[config.mk]
export PLATFORM = sky130hd
export DESIGN_NAME = afz_top
export DESIGN_NICKNAME = d
export VERILOG_FILES = /design/src/logic/afz_pkg.sv /design/src/logic/afz_sync.sv /design/src/logic/afz_top.sv
export SDC_FILE = /design/constraint.sdc
export NUM_CORES = 1
export LEC_CHECK = 0
export ABC_AREA = 1
export ABC_CLOCK_PERIOD_IN_PS = 7100
export BUFFER_PORTS_ARGS = -buffer_cell sky130_fd_sc_hd__buf_2
export CAP_MARGIN = 0
export CORE_MARGIN = 5
export CORE_UTILIZATION = 45
export CTS_CLUSTER_SIZE = 40
export DETAILED_ROUTE_END_ITERATION = 8
export MAX_ROUTING_LAYER = met4
export PLACE_DENSITY = 0.64
export SETUP_SLACK_MARGIN = 0.1
export SYNTH_ARGS = -nofsm -noshare
export SYNTH_HDL_FRONTEND = slang
export SYNTH_SLANG_ARGS = --single-unit
[constraint.sdc]
create_clock -name pclk -period 7.1 [get_ports pclk]
set_clock_uncertainty 0.15 [all_clocks]
set_input_delay 1.065 -clock pclk [delete_from_list [all_inputs] [get_ports pclk]]
set_output_delay 1.065 -clock pclk [all_outputs]
set_load 0.005 [all_outputs]
[src/logic/afz_pkg.sv]
// shared constants of the arc fault zone trip logic
package afz_pkg;
    localparam int NCH = 4; // sensor channels
    localparam int NZONE = 4; // protected zones
    localparam int NGRP = 8; // setting groups
    localparam int NOUT = 26; // status outputs that raise events
    localparam int MAX_SENS = 3; // arc point sensors per channel
    // millisecond time base
    localparam int CLK_NS = 10;
    localparam int TICK_MS = 1;
    localparam int MS_CYCLES = TICK_MS * 1000000 / CLK_NS;
    // apb byte offsets
    localparam logic [7:0] A_GEN = 8'h00;
    localparam logic [7:0] A_LIVE = 8'h04;
    localparam logic [7:0] A_ISTS = 8'h08;
    localparam logic [7:0] A_IMASK = 8'h0c;
    localparam logic [7:0] A_CCLR = 8'h10;
    localparam logic [7:0] A_TIME = 8'h14;
    localparam logic [7:0] A_CNT = 8'h20; // + 4 * zone
    localparam logic [7:0] A_GRP = 8'h40; // + 8 * group, zone cfg then current cfg
    // general register fields
    localparam int G_CNT = 0; // 2 bits per channel: configured sensors
    localparam int G_UNIT = 8; // 3 bits: configured remote units
    localparam int G_TYPE = 12; // 1 bit per channel: pressure and light type
    localparam logic [15:0] GEN_RST = 16'h0000;
    // current config fields
    localparam int C_PH = 0; // phase current enable per zone
    localparam int C_RES = 4; // residual current enable per zone
    localparam int C_NS = 8; // required samples above limit
    localparam logic [11:0] CCFG_RST = 12'h100;
    localparam logic [31:0] ZCFG_RST = 32'h0000_0000;
    // positions of the 26 outputs in the live vector
    localparam int O_LIGHT = 0;
    localparam int O_PRESS = 4;
    localparam int O_BI = 8;
    localparam int O_PHS = 9;
    localparam int O_PHB = 10;
    localparam int O_RSS = 11;
    localparam int O_RSB = 12;
    localparam int O_TRIP = 13;
    localparam int O_ZBLK = 17;
    localparam int O_SFLT = 21;
    localparam int O_UFLT = 25;
    // interrupt status bits
    localparam int I_TRIP = 0;
    localparam int I_ZBLK = 4;
    localparam int I_SFLT = 8;
    localparam int I_UFLT = 12;
    localparam int NIRQ = 13;
endpackage

[src/logic/afz_sync.sv]
// three-stage pin synchroniser that accepts a change once stages two and three agree
`timescale 1ns/10ps
module afz_sync #(
    parameter int W = 1
) (
    input wire logic pclk,
    input wire logic presetn,
    input wire logic [W-1:0] d,
    output logic [W-1:0] q
);
    typedef struct packed {
        logic [W-1:0] s1; // metastable stage, read only by s2
        logic [W-1:0] s2;
        logic [W-1:0] s3;
        logic [W-1:0] q; // filtered value
    } afz_sync_t;

    afz_sync_t st_reg, st_next;

    // shift and take the value only when two settled stages agree
    always_comb begin
        st_next = st_reg;
        st_next.s1 = d;
        st_next.s2 = st_reg.s1;
        st_next.s3 = st_reg.s2;
        for (int i = 0; i < W; i++) begin
            if (st_reg.s2[i] == st_reg.s3[i]) begin
                st_next.q[i] = st_reg.s3[i];
            end
        end
    end

    always_ff @(posedge pclk or negedge presetn) begin
        if (!presetn) begin
            st_reg <= '0;
        end else begin
            st_reg <= st_next;
        end
    end

    assign q = st_reg.q;
endmodule

[src/logic/afz_top.sv]
// arc fault zone trip logic: sensors, current condition, zones, faults, events, apb
//
// Functional notes
// - four channels, up to three sensors each
// - channel type light only or pressure
// - per-channel light output follows detected light
// - per-channel pressure output follows detected pressure
// - binary input state shown as output
// - phase and residual current start outputs
// - blocking input suppresses current, raises blocked
// - zone trips on light or pressure, plus current if enabled
// - blocked zone withholds trip, asserts blocked
// - sensor count mismatch raises channel fault
// - remote unit count mismatch raises fault
// - eight setting groups, one common selector
// - every output edge gives stamped event
// - per-zone trip and blocked counters, clearable
// - per-zone enables for each source
// - current needs required samples; phase/residual selectable
`timescale 1ns/10ps
module afz_top import afz_pkg::*; #(
    parameter int MS_DIV = MS_CYCLES // cycles per millisecond tick
) (
    input wire logic pclk,
    input wire logic presetn,
    // apb slave
    input wire logic psel,
    input wire logic penable,
    input wire logic pwrite,
    input wire logic [7:0] paddr,
    input wire logic [31:0] pwdata,
    output logic [31:0] prdata,
    output logic pready,
    output logic pslverr,
    // sensor card pins, asynchronous
    input wire logic [NCH-1:0] light_pin,
    input wire logic [NCH-1:0] pressure_pin,
    input wire logic arc_bi_pin,
    input wire logic [2*NCH-1:0] sens_det_pin,
    input wire logic [2:0] unit_det_pin,
    // current measurement, same clock
    input wire logic sample_valid,
    input wire logic phase_over,
    input wire logic res_over,
    // blocking matrix and group selection, same clock
    input wire logic phase_blk,
    input wire logic res_blk,
    input wire logic [NZONE-1:0] zone_blk,
    input wire logic [2:0] grp_sel,
    // status outputs
    output logic [NCH-1:0] light_out,
    output logic [NCH-1:0] pressure_out,
    output logic arc_bi_out,
    output logic phase_start,
    output logic phase_blocked,
    output logic res_start,
    output logic res_blocked,
    output logic [NZONE-1:0] zone_trip,
    output logic [NZONE-1:0] zone_blocked,
    output logic [NCH-1:0] sensor_fault,
    output logic unit_fault,
    // event buffer port
    output logic ev_valid,
    input wire logic ev_ready,
    output logic [4:0] ev_idx,
    output logic ev_on,
    output logic [31:0] ev_stamp,
    output logic irq
);
    typedef struct packed {
        logic [15:0] gen; // counts and channel types
        logic [NGRP-1:0][31:0] zcfg; // per zone: light en [3:0], pressure en [7:4]
        logic [NGRP-1:0][11:0] ccfg; // current enables and sample count
        logic [NIRQ-1:0] ists; // sticky interrupt status
        logic [NIRQ-1:0] imask; // interrupt mask
        logic [NOUT-1:0] outv; // registered status outputs
        logic [NOUT-1:0] pend; // edges awaiting an event
        logic [3:0] ph_cnt; // consecutive phase samples above limit
        logic [3:0] res_cnt; // consecutive residual samples above limit
        logic [16:0] div; // millisecond divider
        logic [31:0] ms; // millisecond time stamp
        logic [NZONE-1:0][15:0] tcnt; // trip counters
        logic [NZONE-1:0][15:0] bcnt; // blocked counters
        logic pready;
        logic pslverr;
        logic [31:0] prdata;
        logic irq;
        logic ev_valid;
        logic [4:0] ev_idx;
        logic ev_on;
        logic [31:0] ev_stamp;
    } afz_state_t;

    afz_state_t s_reg, s_next;
    logic [NCH-1:0] light_s; // synchronised light
    logic [NCH-1:0] press_s; // synchronised pressure
    logic bi_s; // synchronised binary input
    logic [2*NCH-1:0] sdet_s; // synchronised sensor counts
    logic [2:0] udet_s; // synchronised unit count

    // one synchroniser per pin group; counts are slow-moving so per-bit agreement is enough
    afz_sync #(.W(2*NCH+1)) u_sync_sens (
        .pclk(pclk),
        .presetn(presetn),
        .d({arc_bi_pin, pressure_pin, light_pin}),
        .q({bi_s, press_s, light_s})
    );

    afz_sync #(.W(2*NCH+3)) u_sync_cnt (
        .pclk(pclk),
        .presetn(presetn),
        .d({unit_det_pin, sens_det_pin}),
        .q({udet_s, sdet_s})
    );

    // combinational next state of the whole block
    always_comb begin
        logic acc; // apb access phase
        logic wr; // write takes effect this edge
        logic [31:0] rd; // read data for the answer
        logic err; // unmapped address
        logic ph_cond;
        logic res_cond;
        logic [11:0] cc;
        logic [31:0] zc;
        logic hit;
        logic need;
        logic cur_ok;
        logic meet;
        logic [NOUT-1:0] nv;
        logic [NOUT-1:0] chg;
        logic [NOUT-1:0] clr;
        logic [NIRQ-1:0] iev;
        logic found;
        logic [3:0] zi;
        logic [2:0] gi;
        acc = 1'b0;
        wr = 1'b0;
        rd = 32'h0000_0000;
        err = 1'b0;
        ph_cond = 1'b0;
        res_cond = 1'b0;
        cc = 12'h000;
        zc = 32'h0000_0000;
        hit = 1'b0;
        need = 1'b0;
        cur_ok = 1'b0;
        meet = 1'b0;
        nv = '0;
        chg = '0;
        clr = '0;
        iev = '0;
        found = 1'b0;
        zi = 4'h0;
        gi = 3'h0;
        s_next = s_reg;

        // millisecond base for the event stamps
        if (s_reg.div == 17'(MS_DIV - 1)) begin
            s_next.div = 17'h00000;
            s_next.ms = s_reg.ms + 32'h0000_0001;
        end else begin
            s_next.div = s_reg.div + 17'h00001;
        end

        // consecutive-sample qualification of both currents
        if (sample_valid) begin
            s_next.ph_cnt = phase_over ? ((s_reg.ph_cnt == 4'hf) ? 4'hf : s_reg.ph_cnt + 4'h1)
                                       : 4'h0;
            s_next.res_cnt = res_over ? ((s_reg.res_cnt == 4'hf) ? 4'hf : s_reg.res_cnt + 4'h1)
                                      : 4'h0;
        end
        cc = s_reg.ccfg[grp_sel];
        ph_cond = (s_reg.ph_cnt >= cc[C_NS+:4]) && (s_reg.ph_cnt != 4'h0);
        res_cond = (s_reg.res_cnt >= cc[C_NS+:4]) && (s_reg.res_cnt != 4'h0);

        // channel outputs; pressure only on the combined sensor type
        nv[O_LIGHT+:NCH] = light_s;
        nv[O_PRESS+:NCH] = press_s & s_reg.gen[G_TYPE+:NCH];
        nv[O_BI] = bi_s;
        nv[O_PHS] = ph_cond & ~phase_blk;
        nv[O_PHB] = ph_cond & phase_blk;
        nv[O_RSS] = res_cond & ~res_blk;
        nv[O_RSB] = res_cond & res_blk;

        // zone decisions from the active setting group
        zc = s_reg.zcfg[grp_sel];
        for (int z = 0; z < NZONE; z++) begin
            hit = |((nv[O_LIGHT+:NCH] & zc[8*z+:4]) | (nv[O_PRESS+:NCH] & zc[8*z+4+:4]));
            need = cc[C_PH+z] | cc[C_RES+z];
            cur_ok = (cc[C_PH+z] & nv[O_PHS]) | (cc[C_RES+z] & nv[O_RSS]);
            meet = hit & (~need | cur_ok);
            nv[O_TRIP+z] = meet & ~zone_blk[z];
            nv[O_ZBLK+z] = meet & zone_blk[z];
        end

        // fault checks stay level so they drop when counts agree again
        for (int c = 0; c < NCH; c++) begin
            nv[O_SFLT+c] = (sdet_s[2*c+:2] != s_reg.gen[G_CNT+2*c+:2]);
        end
        nv[O_UFLT] = (udet_s != s_reg.gen[G_UNIT+:3]);
        s_next.outv = nv;
        chg = nv ^ s_reg.outv;

        // rising edges of trips, blocks and faults raise interrupts
        iev[I_TRIP+:NZONE] = nv[O_TRIP+:NZONE] & ~s_reg.outv[O_TRIP+:NZONE];
        iev[I_ZBLK+:NZONE] = nv[O_ZBLK+:NZONE] & ~s_reg.outv[O_ZBLK+:NZONE];
        iev[I_SFLT+:NCH] = nv[O_SFLT+:NCH] & ~s_reg.outv[O_SFLT+:NCH];
        iev[I_UFLT] = nv[O_UFLT] & ~s_reg.outv[O_UFLT];

        // apb: pready comes one cycle into the access phase
        acc = psel & penable;
        wr = acc & s_reg.pready & pwrite;
        s_next.pready = acc & ~s_reg.pready;
        if (acc && !s_reg.pready) begin
            if (paddr[1:0] != 2'b00) begin
                err = 1'b1;
            end else if (paddr == A_GEN) begin
                rd = {16'h0000, s_reg.gen};
            end else if (paddr == A_LIVE) begin
                rd = {6'h00, s_reg.outv};
            end else if (paddr == A_ISTS) begin
                rd = {19'h00000, s_reg.ists};
            end else if (paddr == A_IMASK) begin
                rd = {19'h00000, s_reg.imask};
            end else if (paddr == A_CCLR) begin
                rd = 32'h0000_0000;
            end else if (paddr == A_TIME) begin
                rd = s_reg.ms;
            end else if (paddr >= A_CNT && paddr < A_CNT + 8'h10) begin
                zi = 4'(paddr[3:2]);
                rd = {s_reg.bcnt[zi[1:0]], s_reg.tcnt[zi[1:0]]};
            end else if (paddr >= A_GRP && paddr < A_GRP + 8'h40) begin
                gi = paddr[5:3];
                rd = paddr[2] ? {20'h00000, s_reg.ccfg[gi]} : s_reg.zcfg[gi];
            end else begin
                err = 1'b1;
            end
            s_next.prdata = err ? 32'h0000_0000 : rd;
            s_next.pslverr = err;
        end else if (s_reg.pready) begin
            s_next.prdata = 32'h0000_0000;
            s_next.pslverr = 1'b0;
        end

        // register writes at the completing edge; error answers store nothing
        if (wr && !s_reg.pslverr) begin
            if (paddr == A_GEN) begin
                s_next.gen = pwdata[15:0];
            end else if (paddr == A_IMASK) begin
                s_next.imask = pwdata[NIRQ-1:0];
            end else if (paddr >= A_GRP && paddr < A_GRP + 8'h40) begin
                gi = paddr[5:3];
                if (paddr[2]) begin
                    s_next.ccfg[gi] = pwdata[11:0];
                end else begin
                    s_next.zcfg[gi] = pwdata;
                end
            end
        end

        // sticky status: write one clears, a new event in the same cycle wins
        if (wr && !s_reg.pslverr && paddr == A_ISTS) begin
            s_next.ists = s_reg.ists & ~pwdata[NIRQ-1:0];
        end
        s_next.ists = s_next.ists | iev;
        s_next.irq = |(s_next.ists & s_reg.imask);

        // counters count rising edges; an edge in the clear cycle still counts
        for (int z = 0; z < NZONE; z++) begin
            if (wr && !s_reg.pslverr && paddr == A_CCLR && pwdata[z]) begin
                s_next.tcnt[z] = 16'h0000;
                s_next.bcnt[z] = 16'h0000;
            end
            if (iev[I_TRIP+z]) begin
                s_next.tcnt[z] = s_next.tcnt[z] + 16'h0001;
            end
            if (iev[I_ZBLK+z]) begin
                s_next.bcnt[z] = s_next.bcnt[z] + 16'h0001;
            end
        end

        // event port: lowest pending output first, one event per accepted cycle
        if (s_reg.ev_valid && ev_ready) begin
            s_next.ev_valid = 1'b0;
        end
        if (!s_next.ev_valid) begin
            for (int i = 0; i < NOUT; i++) begin
                if (s_reg.pend[i] && !found) begin
                    found = 1'b1;
                    clr[i] = 1'b1;
                    s_next.ev_valid = 1'b1;
                    s_next.ev_idx = 5'(i);
                    s_next.ev_on = s_reg.outv[i];
                    s_next.ev_stamp = s_reg.ms;
                end
            end
        end
        // a fresh edge on the bit being sent stays pending
        s_next.pend = (s_reg.pend & ~clr) | chg;
    end

    // single state register; zone enables come up empty so nothing trips before setup
    always_ff @(posedge pclk or negedge presetn) begin
        if (!presetn) begin
            s_reg <= '0;
            s_reg.gen <= GEN_RST;
            s_reg.zcfg <= {NGRP{ZCFG_RST}};
            s_reg.ccfg <= {NGRP{CCFG_RST}};
        end else begin
            s_reg <= s_next;
        end
    end

    // outputs straight from the state register
    assign prdata = s_reg.prdata;
    assign pready = s_reg.pready;
    assign pslverr = s_reg.pslverr;
    assign light_out = s_reg.outv[O_LIGHT+:NCH];
    assign pressure_out = s_reg.outv[O_PRESS+:NCH];
    assign arc_bi_out = s_reg.outv[O_BI];
    assign phase_start = s_reg.outv[O_PHS];
    assign phase_blocked = s_reg.outv[O_PHB];
    assign res_start = s_reg.outv[O_RSS];
    assign res_blocked = s_reg.outv[O_RSB];
    assign zone_trip = s_reg.outv[O_TRIP+:NZONE];
    assign zone_blocked = s_reg.outv[O_ZBLK+:NZONE];
    assign sensor_fault = s_reg.outv[O_SFLT+:NCH];
    assign unit_fault = s_reg.outv[O_UFLT];
    assign ev_valid = s_reg.ev_valid;
    assign ev_idx = s_reg.ev_idx;
    assign ev_on = s_reg.ev_on;
    assign ev_stamp = s_reg.ev_stamp;
    assign irq = s_reg.irq;
endmodule

==> flow_metrics.py, run 1 <==
metrics = {
    "detailed_routing": {
        "dr_total_vias": 33100,
        "drt-pass1-iter-count": 7,
        "ant_nets": 0,
        "wire_per_inst_um": 22.9,
        "drt_wl_total_um": 131000,
        "first_iter_violations": 4026,
        "via_per_inst": 5.78,
        "drcViolationCount": 0,
    },
    "sta": {
        "drv_slew": 0,
        "setup-violations-final": 0,
        "fmax_ghz": 0.167,
        "setup_tns_ns": 0,
        "worstMarginPinSlew_ns": 1.32,
        "finalHoldViolCount": 0,
        "rsz0062_at_grt": "false",
        "finalCriticalPeriod_ns": 5.99,
        "fin_crit_sh": 0.843,
        "finalWorstSetupSlack_ns": 1.11,
        "max_slew_margin": 0.112,
    },
    "clocking": {
        "insertion_delay_ns": 0.66,
        "postCtsResizedCells": 0,
        "cts-root-buf": "clkbuf_16",
        "cts_tree": "yes",
        "htreeDepth": 3,
        "cts_sinks": 785,
        "post_cts_buffers": 0,
        "cts_inserted_buffers": 87,
        "cts.path.max_buffers": 3,
        "hold_buffers": 0,
        "cts.reportedPaths.clkPinSlew_ns": 0.06,
    },
    "logic_synthesis": {
        "syn_area_per_cell_um2": 8.55,
        "ys.flop_type": "dfrtp_1",
        "synth-seq-cells": 785,
        "synthArstFlopShare": 1.00,
        "synth_nets": 4631,
        "synth_edf_count": 0,
        "syn-cell-area_um2": 38600,
        "synthCells": 4518,
        "yosysSeqAreaShare": 0.509,
        "synth.distinct_cells": 60,
        "synth_warnings": 0,
    },
    "final_layout": {
        "finalInstanceArea_um2": 43000,
        "drive_gt1_frac": 0.102,
        "largest_reg_flops": 605,
        "fin_util": 0.505,
        "final_cells": 5730,
        "area_delta_synth_final_pct": 11.3,
        "final_nets": 4623,
    },
    "worst_hold_path": {
        "hold_class": "flop to flop",
    },
    "setup_path": {
        "crit_path_start_kind": "input pin",
        "critPathRequiredTime_ns": 7.50,
        "crit_fanout": 94,
        "cp-end-kind": "flop",
        "critPathKind": "input pin to flop",
        "cp.arrival_ns": 6.39,
    },
    "grt": {
        "globalRouteTotalUtil": 0.290,
        "grt_pass1_wl_um": 197000,
        "grt_max_degree": 166,
        "grt_pass1_vias": 31000,
        "grt_antenna_before_repair": 6,
        "overflow": 0,
    },
    "place": {
        "dpl.hpwl_um": 88500,
        "place_inst": 5565,
        "port_buffers": 177,
        "placed_area_um2": 39900,
        "dp_slack_ns": 0.711,
        "place_congestion": 0.967,
    },
    "floorplan": {
        "pin_count": 178,
        "die_h_um": 303,
        "core_um2": 85100,
        "rows": 107,
        "die_w_um": 303,
        "initial_utilization": 0.454,
        "die_area_um2": 91800,
    },
    "outcome": {
        "outcome": "complete, no violations",
    },
    "power": {
        "p_per_area_nw_per_um2": 247,
        "worst_ir_drop_vdd_uv": 191,
        "seqPwrFrac": 0.453,
        "swShare": 0.261,
        "p_int_mw": 7.84,
        "combPwrFrac": 0.089,
        "p_sw_mw": 2.76,
        "clock_power_share": 0.458,
        "p_leak_nw": 19.7,
    },
    "run": {
        "drv_cap": 0,
    },
}
==> stage by stage <==
step / hold WS [ns] / power (mW)
5_1_grt: 0.205 / 11.0
2_1_floorplan: 0.181 / 5.36
3_5_place_dp: 0.185 / 5.80
4_1_cts: 0.198 / 10.6
3_3_place_gp: 0.182 / 5.78
6_report: 0.195 / 10.6
==> power groups by stage <==
stage / clock (mW) / sequential [mW] / combinational [mW]
floorplan: 0 / 4.80 / 0.562
global placement: 0 / 4.87 / 0.907
detailed placement: 0 / 4.87 / 0.923
CTS: 4.92 / 4.79 / 0.929
global route: 5.11 / 4.81 / 1.04
finish: 4.86 / 4.80 / 0.940
==> path summary, 6_finish.rpt <==
| path | to | from | cells past startpoint | slack (ns) |
|---|---|---|---|---|
| min in group asynchronous | s_reg[582] | presetn | 1 | 0.30 |
| worst max register to register | s_reg[153] | s_reg[358] | 27 | 1.71 |
| worst min-delay path | u_sync_sens.st_next[16] | u_sync_sens.st_next[25] | 0 | 0.20 |
| max in group asynchronous | ev_stamp[1] | presetn | 2 | 5.07 |
| worst max-delay path | s_reg[121] | grp_sel[0] | 19 | 1.11 |
| worst min register to register | u_sync_sens.st_next[16] | u_sync_sens.st_next[25] | 0 | 0.20 |
==> critical path: stages <==
cell	delay, ns
buf_4	0.33
buf_4	0.79
buf_4	0.61
o21ai_0	0.16
o221ai_1	0.22
nand3_1	0.11
nand4_1	0.30
o21ai_0	0.37
nor2_1	0.28
ha_1	0.34
inv_1	0.12
nor4_1	0.43
nand3_1	0.16
nor2_1	0.15
inv_1	0.08
nor3_2	0.22
nand3_1	0.16
nor3_1	0.21
xnor2_1	0.15
==> per-layer routing <==
| layer | track usage | vias up | part of all wire |
|---|---|---|---|
| met4 | 0.114 | 0 | 0.044 |
| met2 | 0.416 | 1666 | 0.43 |
| met5 | - | - | 0 |
| met3 | 0.0665 | 289 | 0.11 |
| li1 | - | 15100 | - |
| met1 | 0.400 | 16000 | 0.42 |
==> cells in the mapped netlist, drive strengths merged (2+ instances only) <==
master	n	area (um2)
xnor2	64	561
o31ai	19	143
nor2	297	1180
inv	439	1650
o221ai	30	263
o2111ai	41	359
clkbuf	219	822
nor3	37	240
and3	2	12.5
dfstp	8	210
nand3	165	901
nor4	20	184
o311ai	12	105
a22o	6	52.6
nand3b	4	30.0
o22ai	44	275
a22oi	37	278
a221oi	60	526
a31oi	13	81.3
o211ai	53	398
o21a	7	52.6
or2	3	18.8
nand4	73	529
a31o	2	17.5
a21boi	2	15.0
clkinv	3	11.3
or4	2	15.0
o21ai	714	3570
ha	35	438
nand2	949	3580
xor2	82	718
o21bai	6	45.0
a21oi	132	661
o22a	9	78.8
a32oi	5	43.8
maj3	20	200
o2bb2ai	7	61.3
buf	114	813
dfrtp	777	19400
==> cells by family after synthesis <==
| logic type | share of synthesized area |
|---|---|
| adder cells (fa/ha/maj) | 0.0165 |
| AND/OR/NAND/NOR | 0.174 |
| AO/OA/AOI/OAI | 0.183 |
| XOR/XNOR | 0.0331 |
| buffers and inverters | 0.0853 |
| flip-flops | 0.509 |
==> area by class of cell <==
cell class,count,area [um2]
clock buffer,131,2620
sequential,785,19700
antenna,5,12.5
timing repair buffer,236,1410
fill,8092,42200
multi-input combinational,2958,15700
inverter,442,1660
tap,1144,1430
clock inverter,29,463
==> layout by cell type (no fill, tap or decap), types with 35 or more instances in the layout <==
cell type / n
buf_2: 174
nor2_1: 283
nand2_1: 938
ha_1: 35
buf_4: 56
a221oi_1: 60
xor2_1: 82
a22oi_1: 37
o2111ai_1: 41
o22ai_1: 44
nand3_1: 150
xnor2_1: 64
o21ai_0: 713
o211ai_1: 53
inv_1: 431
dfrtp_1: 777
a21oi_1: 132
clkbuf_16: 88
nand4_1: 67
No activity file was read; power rests on OpenSTA's default activity.
==> run 2, diff against run 1 <==
Settings changed: ABC_AREA 1 to 0, ABC_CLOCK_PERIOD_IN_PS 7100 to 4850, PLACE_DENSITY 0.64 to 0.67.
Clock period 7.1 ns to 4.85 ns, I/O delays scaled along.
==> flow_metrics.py, run 2 <==
metrics = {
    "floorplan": {
        "die_h_um": 303,
        "pin_count": 178,
        "core_um2": 85300,
        "initial_utilization": 0.453,
        "die_w_um": 303,
        "die_area_um2": 91900,
        "rows": 107,
    },
    "sta": {
        "setup-violations-final": 0,
        "rsz0062_at_grt": "false",
        "worstMarginPinSlew_ns": 1.24,
        "fin_crit_sh": 0.913,
        "finalWorstSetupSlack_ns": 0.421,
        "fmax_ghz": 0.226,
        "finalCriticalPeriod_ns": 4.43,
        "whs_ns": 0.0306,
        "finalHoldViolCount": 0,
        "max_slew_margin": 0.173,
        "drv_slew": 0,
    },
    "logic_synthesis": {
        "synth_simple_gate_area_share": 0.0944,
        "synth.distinct_cells": 71,
        "synth-seq-cells": 785,
        "synth_edf_count": 0,
        "synth_top_area_frac": 0.503,
        "synth.area.mux_share": 0.200,
        "synth_warnings": 0,
        "ys.flop_type": "dfrtp_1",
        "synthCells": 3240,
        "synth_compound_area_frac": 0.0972,
        "synthAdderAreaFrac": 0.0165,
        "yosys.area_share.xor_xnor": 0.0394,
        "yosysSeqAreaShare": 0.508,
        "yosys.cell_count.top_type": "dfrtp_1",
        "synth_area_leaders": "dfrtp_1 (50%), mux2_2 (12%), mux4_2 (7.0%), nand2_1 (3.0%), a22oi_1 (2.7%)",
        "syn_area_per_cell_um2": 11.9,
        "ys_top_cells_by_count": "dfrtp_1 (777), mux2_2 (408), nand2_1 (304)",
        "synth_nets": 3353,
        "synth_top_family_by_area": "multiplexers",
        "synthArstFlopShare": 1.00,
        "synth_area_leader_cell": "dfrtp_1",
        "syn-cell-area_um2": 38700,
    },
    "grt": {
        "grt_max_degree": 108,
        "globalRouteTotalUtil": 0.270,
        "grt_pass1_vias": 27500,
        "overflow": 0,
        "grt_antenna_before_repair": 17,
        "grt_pass1_wl_um": 182000,
    },
    "clocking": {
        "cts.reportedPaths.clkPinSlew_ns": 0.06,
        "cts_tree": "yes",
        "cts.path.max_buffers": 3,
        "cts-root-buf": "clkbuf_16",
        "insertion_delay_ns": 0.66,
        "cts_inserted_buffers": 86,
        "cts_sinks": 785,
        "htreeDepth": 3,
    },
    "final_layout": {
        "drive_gt1_frac": 0.304,
        "layout_commonest_cell": "dfrtp_1",
        "final_nets": 3449,
        "largest_reg_flops": 605,
        "area_delta_synth_final_pct": 13.9,
        "most-common-layout-cells": "dfrtp_1 (777), mux2_2 (407), nand2_1 (294)",
    },
    "detailed_routing": {
        "wire_per_inst_um": 26.7,
        "drcViolationCount": 0,
        "via_per_inst": 6.19,
        "dr_total_vias": 28200,
        "ant_nets": 0,
        "drt_wl_total_um": 122000,
        "first_iter_violations": 3313,
        "drt-pass1-iter-count": 6,
    },
    "place": {
        "dpl.hpwl_um": 84200,
        "place_congestion": 0.988,
        "dp_slack_ns": -0.105,
        "port_buffers": 177,
    },
    "setup_path": {
        "critPathKind": "flop to flop",
        "cp-end-kind": "flop",
        "cp.arrival_ns": 4.83,
        "timing.reg2reg.setup_slack_ns": 0.42,
        "cp_slowest_cell": "a311oi_1",
        "crit_fanout": 5,
        "critPathRequiredTime_ns": 5.26,
        "crit_path_start_kind": "flop",
        "crit_chain": "mux4_2, mux2_4, ha_1, nand2b_1, a21o_1, a21o_1, a21oi_2, nor3_4, nand2b_1, a311oi_1, ha_1, nand4_1, nor3_1, nand3_1, xor2_1, nor2_1",
        "cpPeakStageDelay_ns": 0.56,
    },
    "power": {
        "p_leak_nw": 20.3,
        "power_mw": 14.8,
        "worst_ir_drop_vdd_uv": 249,
        "p_per_area_nw_per_um2": 336,
    },
    "outcome": {
        "outcome": "complete, no violations",
    },
    "run": {
        "drv_cap": 0,
    },
    "worst_hold_path": {
        "hold_class": "input pin to async pin",
    },
}
[run 2: cell count changes in the layout (fill, tap and decap cells not counted), moves of 100 or more]
| cell | before | now |
|---|---|---|
| nor2_1 | 283 | 151 |
| o21ai_0 | 713 | 85 |
| mux2_2 | 0 | 407 |
| mux4_2 | 0 | 120 |
| nand2_1 | 938 | 294 |
| inv_1 | 431 | 55 |
| a22oi_1 | 37 | 137 |
[run 2: final cells by class]
type | instances | area, um2
sequential | 785 | 19700
fill | 7254 | 41300
multi-input combinational | 2108 | 17600
clock buffer | 116 | 2470
timing repair buffer | 300 | 2120
tap | 1144 | 1430
clock inverter | 33 | 557
antenna | 9 | 22.5
inverter | 55 | 206
[run 2: routing by layer]
layer | global-route usage | up-vias | wire, um
met5 | - | - | 0
met4 | 0.105 | 0 | 5050
met3 | 0.0693 | 255 | 13200
met2 | 0.380 | 1399 | 52700
met1 | 0.378 | 14500 | 50600
li1 | - | 12000 | -
[run 2: where the power goes]
group	total, mW	internal (mW)	switching (mW)
sequential	6.90	6.70	0.199
combinational	0.917	0.328	0.589
clock	6.96	4.18	2.78
[run 2: stage by stage]
stage | area [um2] | util | setup TNS [ns] | cells
after global placement | 41000 | 0.480 | -0.173 | 4392
after floorplan | 38900 | - | 0 | 3240
after CTS | 44000 | 0.516 | 0 | 4541
final | 44000 | 0.516 | 0 | 4550
after global routing | 44000 | 0.516 | 0 | 4549
after detailed placement | 41000 | 0.480 | -0.999 | 4392
[run 2: what timing repair did]
action	CTS	global route
hold buffers	0	0
buffers inserted	0	0
endpoints found under the setup margin	0	3
gates resized for setup	0	1
[run 2: critical path: cells and delay by family, from the launching register on]
kind | cells | cell delay [ns]
AO/OA/AOI/OAI | 4 | 0.86
multiplexers | 2 | 0.77
adder cells (fa/ha/maj) | 2 | 0.60
AND/OR/NAND/NOR | 7 | 1.39
flip-flops | 1 | 0.38
XOR/XNOR | 1 | 0.17
[run 2: kinds of logic after synthesis]
family | Yosys count
simple gates | 772
mux | 571
compound gates | 536
buf+inv | 347
fa+ha+maj | 55
xor+xnor | 174
flops | 785
[run 2: final timing paths]
kind	start	to	cells past startpoint
worst max register to register	s_reg[381]	s_reg[88]	16
max in group asynchronous	presetn	u_sync_sens.st_next[23]	2
worst min register to register	u_sync_cnt.st_next[31]	u_sync_cnt.st_next[20]	0
worst max-delay path	s_reg[381]	s_reg[88]	16
min in group pclk	light_pin[3]	u_sync_sens.st_next[21]	1
worst min-delay path	presetn	s_reg[168]	1
